**config.mk**
```make
export PLATFORM = sky130hd
export DESIGN_NAME = scru_core
export DESIGN_NICKNAME = d
export VERILOG_FILES = /design/src/hw/scru_pkg.sv /design/src/hw/scru_timer_if.sv /design/src/hw/scru_core.sv /design/src/hw/scru_mcycle_timer.sv
export SDC_FILE = /design/constraint.sdc
export NUM_CORES = 1
export LEC_CHECK = 0
export BUFFER_PORTS_ARGS = -buffer_cell sky130_fd_sc_hd__buf_2
export CORE_MARGIN = 8
export CORE_UTILIZATION = 50
export DETAILED_ROUTE_END_ITERATION = 12
export PLACE_DENSITY = 0.71
export REMOVE_ABC_BUFFERS = 1
export SKIP_CTS_REPAIR_TIMING = 1
export SYNTH_ARGS = -nofsm -noshare
export SYNTH_HDL_FRONTEND = slang
export SYNTH_SLANG_ARGS = --single-unit
```
**constraint.sdc**
```tcl
create_clock -name clk_sys -period 7.1 [get_ports clk_sys]
set_input_delay 1.42 -clock clk_sys [delete_from_list [all_inputs] [get_ports clk_sys]]
set_output_delay 1.42 -clock clk_sys [all_outputs]
set_load 0.02 [all_outputs]
```
**src/hw/scru_pkg.sv**
```systemverilog
// Constants and types shared by the subroutine call and return unit.
package scru_pkg;

    // Opcodes and the conditional call pattern.
    localparam logic [7:0] OPC_CALL = 8'hcd;
    localparam logic [7:0] OPC_RET = 8'hc9;
    localparam logic [7:0] COND_CALL_MASK = 8'hc7;
    localparam logic [7:0] COND_CALL_PAT = 8'hc4;

    // Condition codes.
    localparam logic [2:0] CC_NOT_ZERO = 3'h0;
    localparam logic [2:0] CC_ZERO = 3'h1;
    localparam logic [2:0] CC_NO_CARRY = 3'h2;
    localparam logic [2:0] CC_CARRY = 3'h3;
    localparam logic [2:0] CC_PARITY_ODD = 3'h4;
    localparam logic [2:0] CC_PARITY_EVEN = 3'h5;
    localparam logic [2:0] CC_SIGN_POS = 3'h6;
    localparam logic [2:0] CC_SIGN_NEG = 3'h7;

    // Bit positions inside the flag register.
    localparam int FLAG_SIGN = 7;
    localparam int FLAG_ZERO = 6;
    localparam int FLAG_PARITY = 2;
    localparam int FLAG_CARRY = 0;

    // Clock states per machine cycle and per instruction, and the call length in bytes.
    localparam logic [2:0] T_FETCH = 3'h4;
    localparam logic [2:0] T_READ = 3'h3;
    localparam logic [2:0] T_OPH_CALL = 3'h4;
    localparam logic [2:0] T_WRITE = 3'h3;
    localparam logic [4:0] CALL_T_TOTAL = 5'h11;
    localparam logic [4:0] SKIP_T_TOTAL = 5'h0a;
    localparam logic [4:0] RET_T_TOTAL = 5'h0a;
    localparam logic [15:0] INSTR_LEN = 16'h0003;

    // Register offsets, control bits and reset values.
    localparam logic [7:0] REG_PC = 8'h00;
    localparam logic [7:0] REG_SP = 8'h04;
    localparam logic [7:0] REG_FLAGS = 8'h08;
    localparam logic [7:0] REG_CTRL = 8'h0c;
    localparam logic [7:0] REG_STATUS = 8'h10;
    localparam int CTRL_RUN_BIT = 0;
    localparam logic [15:0] PC_RESET = 16'h0000;
    localparam logic [15:0] SP_RESET = 16'h0000;
    localparam logic [7:0] FLAGS_RESET = 8'h00;
    localparam logic CTRL_RUN_RESET = 1'b0;

    // Sequencer states, Gray coded along the call path.
    typedef enum logic [2:0] {
        ST_HALT = 3'h0,
        ST_FETCH = 3'h1,
        ST_RDL = 3'h3,
        ST_RDH = 3'h2,
        ST_PUSHH = 3'h6,
        ST_PUSHL = 3'h7
    } scru_state_type;

endpackage

```
**src/hw/scru_timer_if.sv**
```systemverilog
// Machine cycle timing signals between the sequencer and its timer.
interface scru_timer_if;
    logic active;
    logic [2:0] len;
    logic [2:0] t_state;
    logic last;
    modport timer (input active, input len, output t_state, output last);
    modport seq (output active, output len, input t_state, input last);
endinterface

```
**src/hw/scru_core.sv**
```systemverilog
// Subroutine call and return sequencer with its register port.
module scru_core (
    // Clock, reset and enable.
    input wire logic clk_sys,
    input wire logic rstn,
    input wire logic ce,
    // Register port.
    input wire logic [7:0] reg_addr,
    input wire logic [31:0] reg_wdata,
    input wire logic reg_wr,
    input wire logic reg_rd,
    output logic [31:0] reg_rdata,
    // Memory bus.
    output logic [15:0] mem_addr,
    output logic [7:0] mem_wdata,
    input wire logic [7:0] mem_rdata,
    output logic mem_rd,
    output logic mem_wr,
    output logic mem_opfetch,
    // Other opcode passed over.
    output logic foreign_opcode
);
    import scru_pkg::*;

    scru_timer_if tif ();

    scru_state_type state;
    scru_state_type next_state;
    logic [15:0] program_counter;
    logic [15:0] stack_pointer;
    logic [7:0] flags;
    logic ctrl_run;
    logic [7:0] opcode;
    logic is_call;
    logic is_ret;
    logic call_taken;
    logic [7:0] target_lo;
    logic [7:0] target_hi;
    logic [15:0] next_addr;
    logic [15:0] pc_inc;
    logic adv;
    logic fetch_end;
    logic ins_end;
    logic op_is_call;
    logic op_is_cond_call;
    logic op_is_ret;
    logic op_taken;
    logic [4:0] ins_t;
    logic [15:0] instr_addr;
    logic [15:0] sp_start;
    logic sel_flag;
    logic cond_expect;

    function automatic logic cond_met(input logic [2:0] cc,
                                      input logic [7:0] f);
        logic r;
        r = 1'b0;
        unique case (cc)
            CC_NOT_ZERO: r = !f[FLAG_ZERO];
            CC_ZERO: r = f[FLAG_ZERO];
            CC_NO_CARRY: r = !f[FLAG_CARRY];
            CC_CARRY: r = f[FLAG_CARRY];
            CC_PARITY_ODD: r = !f[FLAG_PARITY];
            CC_PARITY_EVEN: r = f[FLAG_PARITY];
            CC_SIGN_POS: r = !f[FLAG_SIGN];
            CC_SIGN_NEG: r = f[FLAG_SIGN];
        endcase
        return r;
    endfunction

    scru_mcycle_timer u_timer (
        .clk_sys(clk_sys),
        .rstn(rstn),
        .ce(ce),
        .tif(tif.timer)
    );

    // Decoding of the byte read in the opcode fetch.
    assign op_is_cond_call =
        (mem_rdata & COND_CALL_MASK) == COND_CALL_PAT;
    assign op_is_call = (mem_rdata == OPC_CALL) || op_is_cond_call;
    assign op_is_ret = mem_rdata == OPC_RET;
    assign op_taken = (mem_rdata == OPC_CALL)
                      || cond_met(mem_rdata[5:3], flags);
    assign pc_inc = program_counter + 16'h0001;

    // Machine cycle length for each state.
    always_comb begin
        tif.active = state != ST_HALT;
        unique case (state)
            ST_HALT: tif.len = T_FETCH;
            ST_FETCH: tif.len = T_FETCH;
            ST_RDL: tif.len = T_READ;
            ST_RDH: tif.len = call_taken ? T_OPH_CALL : T_READ;
            ST_PUSHH: tif.len = T_WRITE;
            ST_PUSHL: tif.len = T_WRITE;
            default: tif.len = T_FETCH;
        endcase
    end

    // Memory data is taken on the last state of each read cycle.
    assign adv = ce && ((state == ST_HALT) || tif.last);
    assign fetch_end = ce && (state == ST_FETCH) && tif.last;
    assign ins_end = ce && tif.last && (state != ST_HALT)
                     && ((next_state == ST_FETCH) || (next_state == ST_HALT));

    // Next state and next bus address.
    always_comb begin
        next_state = state;
        next_addr = mem_addr;
        unique case (state)
            ST_HALT: begin
                next_state = ctrl_run ? ST_FETCH : ST_HALT;
                next_addr = program_counter;
            end
            ST_FETCH: begin
                if (op_is_call) begin
                    next_state = ST_RDL;
                    next_addr = pc_inc;
                end else if (op_is_ret) begin
                    next_state = ST_RDL;
                    next_addr = stack_pointer;
                end else begin
                    next_state = ctrl_run ? ST_FETCH : ST_HALT;
                    next_addr = pc_inc;
                end
            end
            ST_RDL: begin
                next_state = ST_RDH;
                next_addr = is_call ? pc_inc
                                    : stack_pointer + 16'h0001;
            end
            ST_RDH: begin
                if (is_call && call_taken) begin
                    next_state = ST_PUSHH;
                    next_addr = stack_pointer - 16'h0001;
                end else begin
                    next_state = ctrl_run ? ST_FETCH : ST_HALT;
                    next_addr = is_call ? pc_inc
                                        : {mem_rdata, target_lo};
                end
            end
            ST_PUSHH: begin
                next_state = ST_PUSHL;
                next_addr = stack_pointer - 16'h0001;
            end
            ST_PUSHL: begin
                next_state = ctrl_run ? ST_FETCH : ST_HALT;
                next_addr = {target_hi, target_lo};
            end
            default: begin
                next_state = ST_HALT;
                next_addr = program_counter;
            end
        endcase
    end

    // Sequencer state.
    always_ff @(posedge clk_sys) begin
        if (!rstn) begin
            state <= ST_HALT;
        end else if (adv) begin
            state <= next_state;
        end
    end

    // Decoded instruction held for its remaining machine cycles.
    always_ff @(posedge clk_sys) begin
        if (!rstn) begin
            opcode <= 8'h00;
            is_call <= 1'b0;
            is_ret <= 1'b0;
            call_taken <= 1'b0;
        end else if (fetch_end) begin
            opcode <= mem_rdata;
            is_call <= op_is_call;
            is_ret <= op_is_ret;
            call_taken <= op_is_call && op_taken;
        end
    end

    // Target and popped bytes.
    always_ff @(posedge clk_sys) begin
        if (!rstn) begin
            target_lo <= 8'h00;
            target_hi <= 8'h00;
        end else if (adv && (state == ST_RDL)) begin
            target_lo <= mem_rdata;
        end else if (adv && (state == ST_RDH)) begin
            target_hi <= mem_rdata;
        end
    end

    // Program counter.
    always_ff @(posedge clk_sys) begin
        if (!rstn) begin
            program_counter <= PC_RESET;
        end else if (ce) begin
            if (state == ST_HALT) begin
                if (reg_wr && (reg_addr == REG_PC)) begin
                    program_counter <= reg_wdata[15:0];
                end
            end else if (tif.last) begin
                unique case (state)
                    ST_FETCH: program_counter <= pc_inc;
                    ST_RDL: begin
                        if (is_call) begin
                            program_counter <= pc_inc;
                        end
                    end
                    ST_RDH: begin
                        if (is_call) begin
                            program_counter <= pc_inc;
                        end else begin
                            program_counter <= {mem_rdata, target_lo};
                        end
                    end
                    ST_PUSHL:
                        program_counter <= {target_hi, target_lo};
                    default: program_counter <= program_counter;
                endcase
            end
        end
    end

    // Stack pointer.
    always_ff @(posedge clk_sys) begin
        if (!rstn) begin
            stack_pointer <= SP_RESET;
        end else if (ce) begin
            if (state == ST_HALT) begin
                if (reg_wr && (reg_addr == REG_SP)) begin
                    stack_pointer <= reg_wdata[15:0];
                end
            end else if (tif.last) begin
                if ((state == ST_RDL) && is_ret) begin
                    stack_pointer <= stack_pointer + 16'h0001;
                end else if ((state == ST_RDH) && is_ret) begin
                    stack_pointer <= stack_pointer + 16'h0001;
                end else if ((state == ST_RDH) && call_taken) begin
                    stack_pointer <= stack_pointer - 16'h0001;
                end else if (state == ST_PUSHH) begin
                    stack_pointer <= stack_pointer - 16'h0001;
                end
            end
        end
    end

    // Memory bus address, write data and passed-over opcode pulse.
    always_ff @(posedge clk_sys) begin
        if (!rstn) begin
            mem_addr <= PC_RESET;
            mem_wdata <= 8'h00;
            foreign_opcode <= 1'b0;
        end else if (ce) begin
            foreign_opcode <= fetch_end && !op_is_call && !op_is_ret;
            if (adv) begin
                mem_addr <= next_addr;
                if (state == ST_RDH) begin
                    mem_wdata <= pc_inc[15:8];
                end else if (state == ST_PUSHH) begin
                    mem_wdata <= program_counter[7:0];
                end
            end
        end
    end

    assign mem_rd = (state == ST_FETCH) || (state == ST_RDL)
                    || (state == ST_RDH);
    assign mem_wr = (state == ST_PUSHH) || (state == ST_PUSHL);
    assign mem_opfetch = state == ST_FETCH;

    // Software registers; the flag register is only written by software.
    always_ff @(posedge clk_sys) begin
        if (!rstn) begin
            flags <= FLAGS_RESET;
            ctrl_run <= CTRL_RUN_RESET;
        end else if (ce && reg_wr) begin
            if (reg_addr == REG_FLAGS) begin
                flags <= reg_wdata[7:0];
            end
            if (reg_addr == REG_CTRL) begin
                ctrl_run <= reg_wdata[CTRL_RUN_BIT];
            end
        end
    end

    // Read data stands for one cycle after the read strobe.
    always_ff @(posedge clk_sys) begin
        if (!rstn) begin
            reg_rdata <= 32'h00000000;
        end else if (ce) begin
            reg_rdata <= 32'h00000000;
            if (reg_rd) begin
                unique case (reg_addr)
                    REG_PC: reg_rdata <= {16'h0000, program_counter};
                    REG_SP: reg_rdata <= {16'h0000, stack_pointer};
                    REG_FLAGS: reg_rdata <= {24'h000000, flags};
                    REG_CTRL: reg_rdata <= {31'h00000000, ctrl_run};
                    REG_STATUS: reg_rdata <= {15'h0000, state != ST_HALT,
                        opcode, 3'h0, is_ret, call_taken, state};
                    default: reg_rdata <= 32'h00000000;
                endcase
            end
        end
    end

    // Helper logic for the checks below.
    always_ff @(posedge clk_sys) begin
        if (!rstn) begin
            ins_t <= 5'h01;
            instr_addr <= PC_RESET;
            sp_start <= SP_RESET;
        end else if (ce) begin
            if ((state == ST_HALT) || ins_end) begin
                ins_t <= 5'h01;
            end else begin
                ins_t <= ins_t + 5'h01;
            end
            if (fetch_end) begin
                instr_addr <= program_counter;
                sp_start <= stack_pointer;
            end
        end
    end

    always_comb begin
        unique case (mem_rdata[5:4])
            2'h0: sel_flag = flags[FLAG_ZERO];
            2'h1: sel_flag = flags[FLAG_CARRY];
            2'h2: sel_flag = flags[FLAG_PARITY];
            2'h3: sel_flag = flags[FLAG_SIGN];
        endcase
    end
    assign cond_expect = sel_flag == mem_rdata[3];

    AST_CALL_DECODE: assert property (
        @(posedge clk_sys) disable iff (!rstn)
        (fetch_end && mem_rdata == OPC_CALL)
        |=> (state == ST_RDL && is_call && call_taken && mem_rd))
        else $error("Call opcode not decoded.");

    AST_PUSH_HIGH: assert property (
        @(posedge clk_sys) disable iff (!rstn)
        (state == ST_PUSHH) |-> (mem_wr && mem_addr == stack_pointer
        && stack_pointer == sp_start - 16'h0001
        && mem_wdata == program_counter[15:8]))
        else $error("High byte push wrong.");

    AST_PUSH_LOW: assert property (
        @(posedge clk_sys) disable iff (!rstn)
        (state == ST_PUSHL) |-> (mem_wr && mem_addr == stack_pointer
        && stack_pointer == sp_start - 16'h0002
        && mem_wdata == program_counter[7:0]))
        else $error("Low byte push wrong.");

    AST_RETURN_ADDR: assert property (
        @(posedge clk_sys) disable iff (!rstn)
        (state == ST_PUSHH) |-> (program_counter == instr_addr + INSTR_LEN))
        else $error("Pushed address is not opcode plus three.");

    AST_CALL_TARGET: assert property (
        @(posedge clk_sys) disable iff (!rstn)
        (ce && state == ST_PUSHL && tif.last)
        |=> (program_counter == {target_hi, target_lo}
        && mem_addr == program_counter))
        else $error("Call target not loaded.");

    AST_CALL_TIME: assert property (
        @(posedge clk_sys) disable iff (!rstn)
        (ins_end && state == ST_PUSHL) |-> (ins_t == CALL_T_TOTAL))
        else $error("Taken call is not 17 states.");

    AST_CALL_SKIP: assert property (
        @(posedge clk_sys) disable iff (!rstn)
        (ins_end && state == ST_RDH && is_call)
        |=> (!mem_wr && program_counter == instr_addr + INSTR_LEN
        && stack_pointer == sp_start))
        else $error("Skipped call changed stack or target.");

    AST_SKIP_TIME: assert property (
        @(posedge clk_sys) disable iff (!rstn)
        (ins_end && state == ST_RDH && is_call) |-> (ins_t == SKIP_T_TOTAL))
        else $error("Skipped call is not 10 states.");

    AST_COND_EVAL: assert property (
        @(posedge clk_sys) disable iff (!rstn)
        (fetch_end && mem_rdata[7:6] == 2'h3 && mem_rdata[2:0] == 3'h4)
        |=> (call_taken == $past(cond_expect)))
        else $error("Condition evaluated wrongly.");

    AST_RET_POP: assert property (
        @(posedge clk_sys) disable iff (!rstn)
        (state == ST_RDH && is_ret) |-> (mem_rd
        && mem_addr == stack_pointer
        && stack_pointer == sp_start + 16'h0001))
        else $error("Return high byte read from wrong place.");

    AST_RET_END: assert property (
        @(posedge clk_sys) disable iff (!rstn)
        (ins_end && state == ST_RDH && is_ret)
        |=> (stack_pointer == sp_start + 16'h0002
        && program_counter == {$past(mem_rdata), target_lo}))
        else $error("Return left stack or counter wrong.");

    AST_RET_TIME: assert property (
        @(posedge clk_sys) disable iff (!rstn)
        (ins_end && state == ST_RDH && is_ret) |-> (ins_t == RET_T_TOTAL))
        else $error("Return is not 10 states.");

    AST_FLAGS_KEPT: assert property (
        @(posedge clk_sys) disable iff (!rstn)
        !(ce && reg_wr && reg_addr == REG_FLAGS) |=> $stable(flags))
        else $error("Flags changed without a write.");

    AST_COND_DECODE: assert property (
        @(posedge clk_sys) disable iff (!rstn)
        (fetch_end && mem_rdata[7:6] == 2'h3 && mem_rdata[2:0] == 3'h4)
        |=> (state == ST_RDL && is_call))
        else $error("Conditional call not decoded.");

endmodule

```
**src/hw/scru_mcycle_timer.sv**
```systemverilog
// Clock state counter for one machine cycle of programmable length.
module scru_mcycle_timer (
    // Clock, reset and enable.
    input wire logic clk_sys,
    input wire logic rstn,
    input wire logic ce,
    // Timing to the sequencer.
    scru_timer_if.timer tif
);
    import scru_pkg::*;

    // Counts clock states from one; the last one ends the machine cycle.
    always_ff @(posedge clk_sys) begin
        if (!rstn) begin
            tif.t_state <= 3'h1;
        end else if (ce) begin
            if (!tif.active || tif.last) begin
                tif.t_state <= 3'h1;
            end else begin
                tif.t_state <= tif.t_state + 3'h1;
            end
        end
    end

    assign tif.last = tif.active && (tif.t_state == tif.len);

endmodule

```
# After elaboration in Yosys (flattened, before gate mapping)

Index checks and enable logic that the tools add are counted.

Add/sub/neg operators: 4
Equal/unequal tests: 23
Mux-type cells: 31
Bitwise gates (word level): 1
Reduce and logical (&&, ||, !) cells: 47

Operator list:

| kind                  | count |
|---|---|
| $mux 16               | 16 |
| $pmux 17 s5           | 1 |
| $pmux 16 s5           | 1 |
| $pmux 16 s4           | 1 |
| $add 16x1->16 const B | 2 |
| $eq 3x3->1 const B    | 6 |
| $mux 17               | 1 |
| $eq 8x4->1 const B    | 2 |
| $eq 8x8->1 const B    | 2 |
| $logic_and 1x1->1     | 16 |
| $mux 8                | 2 |
| $sub 16x1->16 const B | 1 |
| $pmux 3 s5            | 1 |
| $eq 3x2->1 const B    | 4 |
| $reduce_bool 5->1     | 2 |
| $mux 3                | 3 |
| $eq 8x3->1 const B    | 1 |
| $eq 8x5->1 const B    | 1 |
| $logic_not 8->1       | 1 |
| $pmux 1 s8            | 1 |
| $reduce_and 2->1      | 4 |
| $logic_not 1->1       | 7 |
| $logic_or 1x1->1      | 7 |
| $eq 3x1->1 const B    | 2 |
| 17 further kinds      | 21 |

Register bits after elaboration: 131
Bits of input ports: 53
Output and inout port bits: 60
Logic and storage cells: 122

# Depth between registers and ports, before layout

Word-level depth: 10
Mapped depth: 10
Depth with buffers taken out: 8

# Modules after synthesis

A second synthesis with hierarchy kept.

Cells, all modules: 1087
Area, all modules: 7857.5 um2

Modules (own cells, without submodules):

| module            | instances | cells an instance | area each (um2) | seq. area each (um2) |
|---|---|---|---|---|
| scru_core         | 1         | 1063              | 7649.8          | 2262.2 |
| scru_mcycle_timer | 1         | 24                | 207.7           | 60.1 |

# Worst setup path after synthesis

Ideal clock, no wire load.

Kind: in2reg
From: input reg_addr[1]
To: register program_counter[3]
Library setup time: 0.088 ns
Data arrival time: 3.255 ns
Required time: 7.012 ns
Slack: 3.757 ns
Cell stages on the path: 8
Buffers on the path: 2
Cells stage by stage: or4_1 > buf_2 > nor4b_4 > a21oi_2 > a2111oi_4 > buf_6 > nor2_1 > a311oi_2

Cells in the longest elaborated chain, start to end: 4

Ends and longest elaborated chain:

| item                       | RTL line         | text |
|---|---|---|
| start, declared            | scru_core.sv:8   | `input wire logic [7:0] reg_addr,` |
| $logic_not 8->1            | scru_core.sv:200 | `if (reg_wr && (reg_addr == REG_PC)) begin` |
| $logic_and 1x1->1          | scru_core.sv:200 |  |
| $ne 2x2->1 (no line)       | --               |  |
| $reduce_and 5->1 (no line) | --               |  |
| end signal, assigned       | scru_core.sv:201 | `program_counter <= reg_wdata[15:0];` |
| end signal, assigned       | scru_core.sv:205 | `ST_FETCH: program_counter <= pc_inc;` |
| end signal, assigned       | scru_core.sv:208 | `program_counter <= pc_inc;` |
| end, declared              | scru_core.sv:29  | `logic [15:0] program_counter;` |

Every way passes these cells.
A chain may end at the register's enable or synchronous reset.

# Worst setup path after layout

From: register state[2]
To: output mem_opfetch

Cells in the longest elaborated chain, start to end: 1

Ends and longest elaborated chain:

| item                   | RTL line         | text |
|---|---|---|
| start, declared        | scru_core.sv:27  | `scru_state_type state;` |
| start signal, assigned | scru_core.sv:163 | `state <= next_state;` |
| $eq 3x1->1             | scru_core.sv:271 | `assign mem_opfetch = state == ST_FETCH;` |
| end, declared          | scru_core.sv:19  | `output logic mem_opfetch,` |

Every way passes these cells.

==> impl_results.md <==
- Status: finished, final reports clean
- TritonCTS Buffers: 17
- Die W: about 140 µm
- CTS max path bufs: 2
- Clock net sink count: 116
- Area Overhead vs Synth: 12.78%
- Die H: 143.1 µm
- Max transition margin: 22.13%
- Worst r2r dst: call_taken
- Crit path max fanout: 44
- Vias in the first global route: 8,154
- Die footprint: 20,470 µm²
- Global route overflow: 0
- CTS HTree Levels: 4
- Startpoint Class: flop
- Yosys reg bits: roughly 120
- GR met2 Demand/Resource: a little under half
- Fin Setup TNS: 0 ns
- Cell Rows: 46
- Share of the synthesized area in the top cell type: between 20% and 30%
- Min Clock Period, post-route: ~4.2 ns
- First-pass GRT wire length: between 40 and 50 mm
- Vias per inst: approximately 6.7
- Number of max-cap violations: 0
- Static Leak: roughly 3.4 nW
- Worst-margin pin slew: 1.164 ns
- Core area: roughly 16,000 µm²
- WL/cell: 23.89 µm
- GP Congestion: 0.9940
- Fill cells: 1,522
- Type of the most critical hold path: flop to flop
- Met1 Use GR: 41.08%
- Crit. End Element: output port
- Busiest grt layer: met2
- Clk_skew: 0.01225 ns
- Drc violations: 0
- WHS Endpoint: mem_wdata[3]
- WS Path Type: flop to output port
- Final wirelength: roughly 32 mm
- Main synth FF type: dfxtp_1
- Root buf cell: clkbuf_16
- Initial core utilization: about half
- CTS tree: built
- Total Nets Final: between 1,000 and 1,500
- Area leader, netlist: dfxtp_1
- Netlist cell types: 77
- Syn_area_per_cell: 7.300 µm²
- Fmax: 239.5 MHz
- Io pins: 113
- Hold Worst Slack: between 0.4 and 0.5 ns
- 1st-iter DRT viols: 1,521
- Fraction of layout cells with a size suffix above 1: between 10 and 15%
- Final worst-path cycle share: 58.81%
- Synth Instances: 1,106
- Clock insertion delay at the later pin of the skew report: 0.43 ns
- Global-route track usage on met3: 9.950%
- Yosys warnings: 0
- Crit path DAT: 2.76 ns
- Reg2reg setup slack: 3.49 ns
- CTS clock-pin slew for the worst setup and hold paths: 0.06 ns
- Number of diodes: 0
- Final hold vios: 0
- RSZ-0062 raised after global routing: no
- Most frequent cell after synthesis: nand2_1
- Largest net degree at the start of global routing: 55
- First-pass DRT Iterations: 8
- Worst EP required: between 5 and 6 ns
- Port buffer count: 81
- Worst Setup SP: state[2]
- Top cells by count, synth: nand2_1, dfxtp_1, nor2_1, a21oi_1, clkbuf_1
- Hold depth: 2
- Total Power: 1.974 mW
- RR Startpoint: state[2]
- Initial antenna violation count: 0
- Max Slew Vio Count: 0
- GRT Overall Usage: a little under a third
- Post-DP HPWL: 22.24 mm
- Mapped Area: a little over 8000 µm²
- Power per cell area: around 220 nW/µm²
- Ys async rst share: 0%
- EDFF count, synth: 0
- Final ANT Viol Nets: 0
- VDD IR max: 0.1744 mV
- Hold Crit Start: mem_wdata[3]
- Reg2reg path depth: 7
- Setup Viol. Count Final: 0
- Routed vias: 9,069
- Post-synthesis sequential area ratio: 28.76%
- Largest cells by area after synthesis: dfxtp_1, nand2_1, a21oi_1
-- state kept, by name, summed over array words and instances (netlist names) --
name	count
reg_rdata	17
mem_addr	16
program_counter	16
stack_pointer	16
flags	8
mem_wdata	8
opcode	8
target_hi	8
target_lo	8
state	3
u_timer.tif.t_state	3
call_taken	1
ctrl_run	1
foreign_opcode	1
is_call	1
is_ret	1
-- power breakdown --
part / total [mW] / switching [mW] / internal [mW]
Combinational: 0.276 / 0.188 / 0.0880
Clock: 1.00 / 0.318 / 0.685
Sequential: 0.695 / 0.0299 / 0.665
Total: 1.97 / 0.536 / 1.44
-- cell type report --
class,count,area [µm²],share of cell area [%]
inverters,27,101.3,1.113
repair buffers,100,548.0,6.018
clock inverters,9,197.7,2.171
clock buffers,23,478.0,5.249
flip-flops and latches,116,2322,25.50
well taps,216,270.3,2.968
multi-input cells,860,5189,56.98
-- cells by family (layout without fill, tap and decap cells) --
kind of cell	Yosys count	after routing	synth area share [%]
adder cells (fa/ha/maj)	4	4	0.6199
other	1	15	0.04645
buffers and inverters	144	159	7.810
XOR/XNOR	37	37	4.014
flip-flops	116	116	28.76
AO/OA/AOI/OAI	326	326	27.17
multiplexers	44	44	5.749
AND/OR/NAND/NOR	434	434	25.83
-- worst max-delay path by stage --
stage,cells after the start,slack [ns],end
2_1_floorplan,5,1.51,program_counter[5]
3_3_place_gp,5,3.08,mem_addr[4]
3_5_place_dp,5,3.07,mem_addr[4]
4_1_cts,5,3.09,mem_opfetch
5_1_grt,5,2.94,mem_opfetch
6_report,5,2.92,mem_opfetch
-- per-layer routing --
layer | vias to the layer above | part of all wire (%)
li1 | 4058 | -
met1 | 4238 | 39
met2 | 657 | 43
met3 | 116 | 14
met4 | 0 | 3.8
met5 | - | 0
-- critical path, cell delays in order (launching register included) --
cell,delay [ns]
dfxtp_1,0.30
buf_4,0.29
nor2b_1,0.56
nand2_1,0.35
inv_1,0.54
buf_2,0.28
-- stage by stage --
| stage | utilization, % | instance area [µm²] | instances | setup slack [ns] |
|---|---|---|---|---|
| 3_3_place_gp | 53.26 | 8431 | 1319 | 3.083 |
| 6_report | 57.53 | 9106 | 1351 | 2.925 |
| 5_1_grt | 57.53 | 9106 | 1351 | 2.939 |
| 4_1_cts | 57.53 | 9106 | 1351 | 3.087 |
| 2_1_floorplan | - | 7597 | 1003 | 1.514 |
| 3_5_place_dp | 53.26 | 8431 | 1319 | 3.066 |
-- layout by cell type (no fill, tap or decap), drive strengths merged, types with 5 or more instances in the layout --
cell type / Yosys / final
a221oi: 5 / 5
nor4: 15 / 15
a22oi: 6 / 6
and2: 24 / 24
a211oi: 11 / 11
nand2: 153 / 153
a21oi: 84 / 84
or4: 8 / 8
mux2i: 34 / 34
nand3: 43 / 43
o21ai: 64 / 64
bufinv: 0 / 6
a31oi: 11 / 11
dfxtp: 116 / 116
o211ai: 24 / 24
nor2: 97 / 97
o221ai: 9 / 9
clkbuf: 77 / 23
inv: 26 / 26
xor2: 9 / 9
o22ai: 30 / 30
conb: 1 / 15
nand2b: 13 / 13
a22o: 6 / 6
nor3: 31 / 31
o31ai: 8 / 8
xnor2: 28 / 28
a311oi: 7 / 7
a222oi: 15 / 15
nand4: 9 / 9
mux2: 9 / 9
o21a: 8 / 8
nor2b: 6 / 6
or3: 10 / 10
buf: 40 / 100
(Power assumes the default switching activity.)
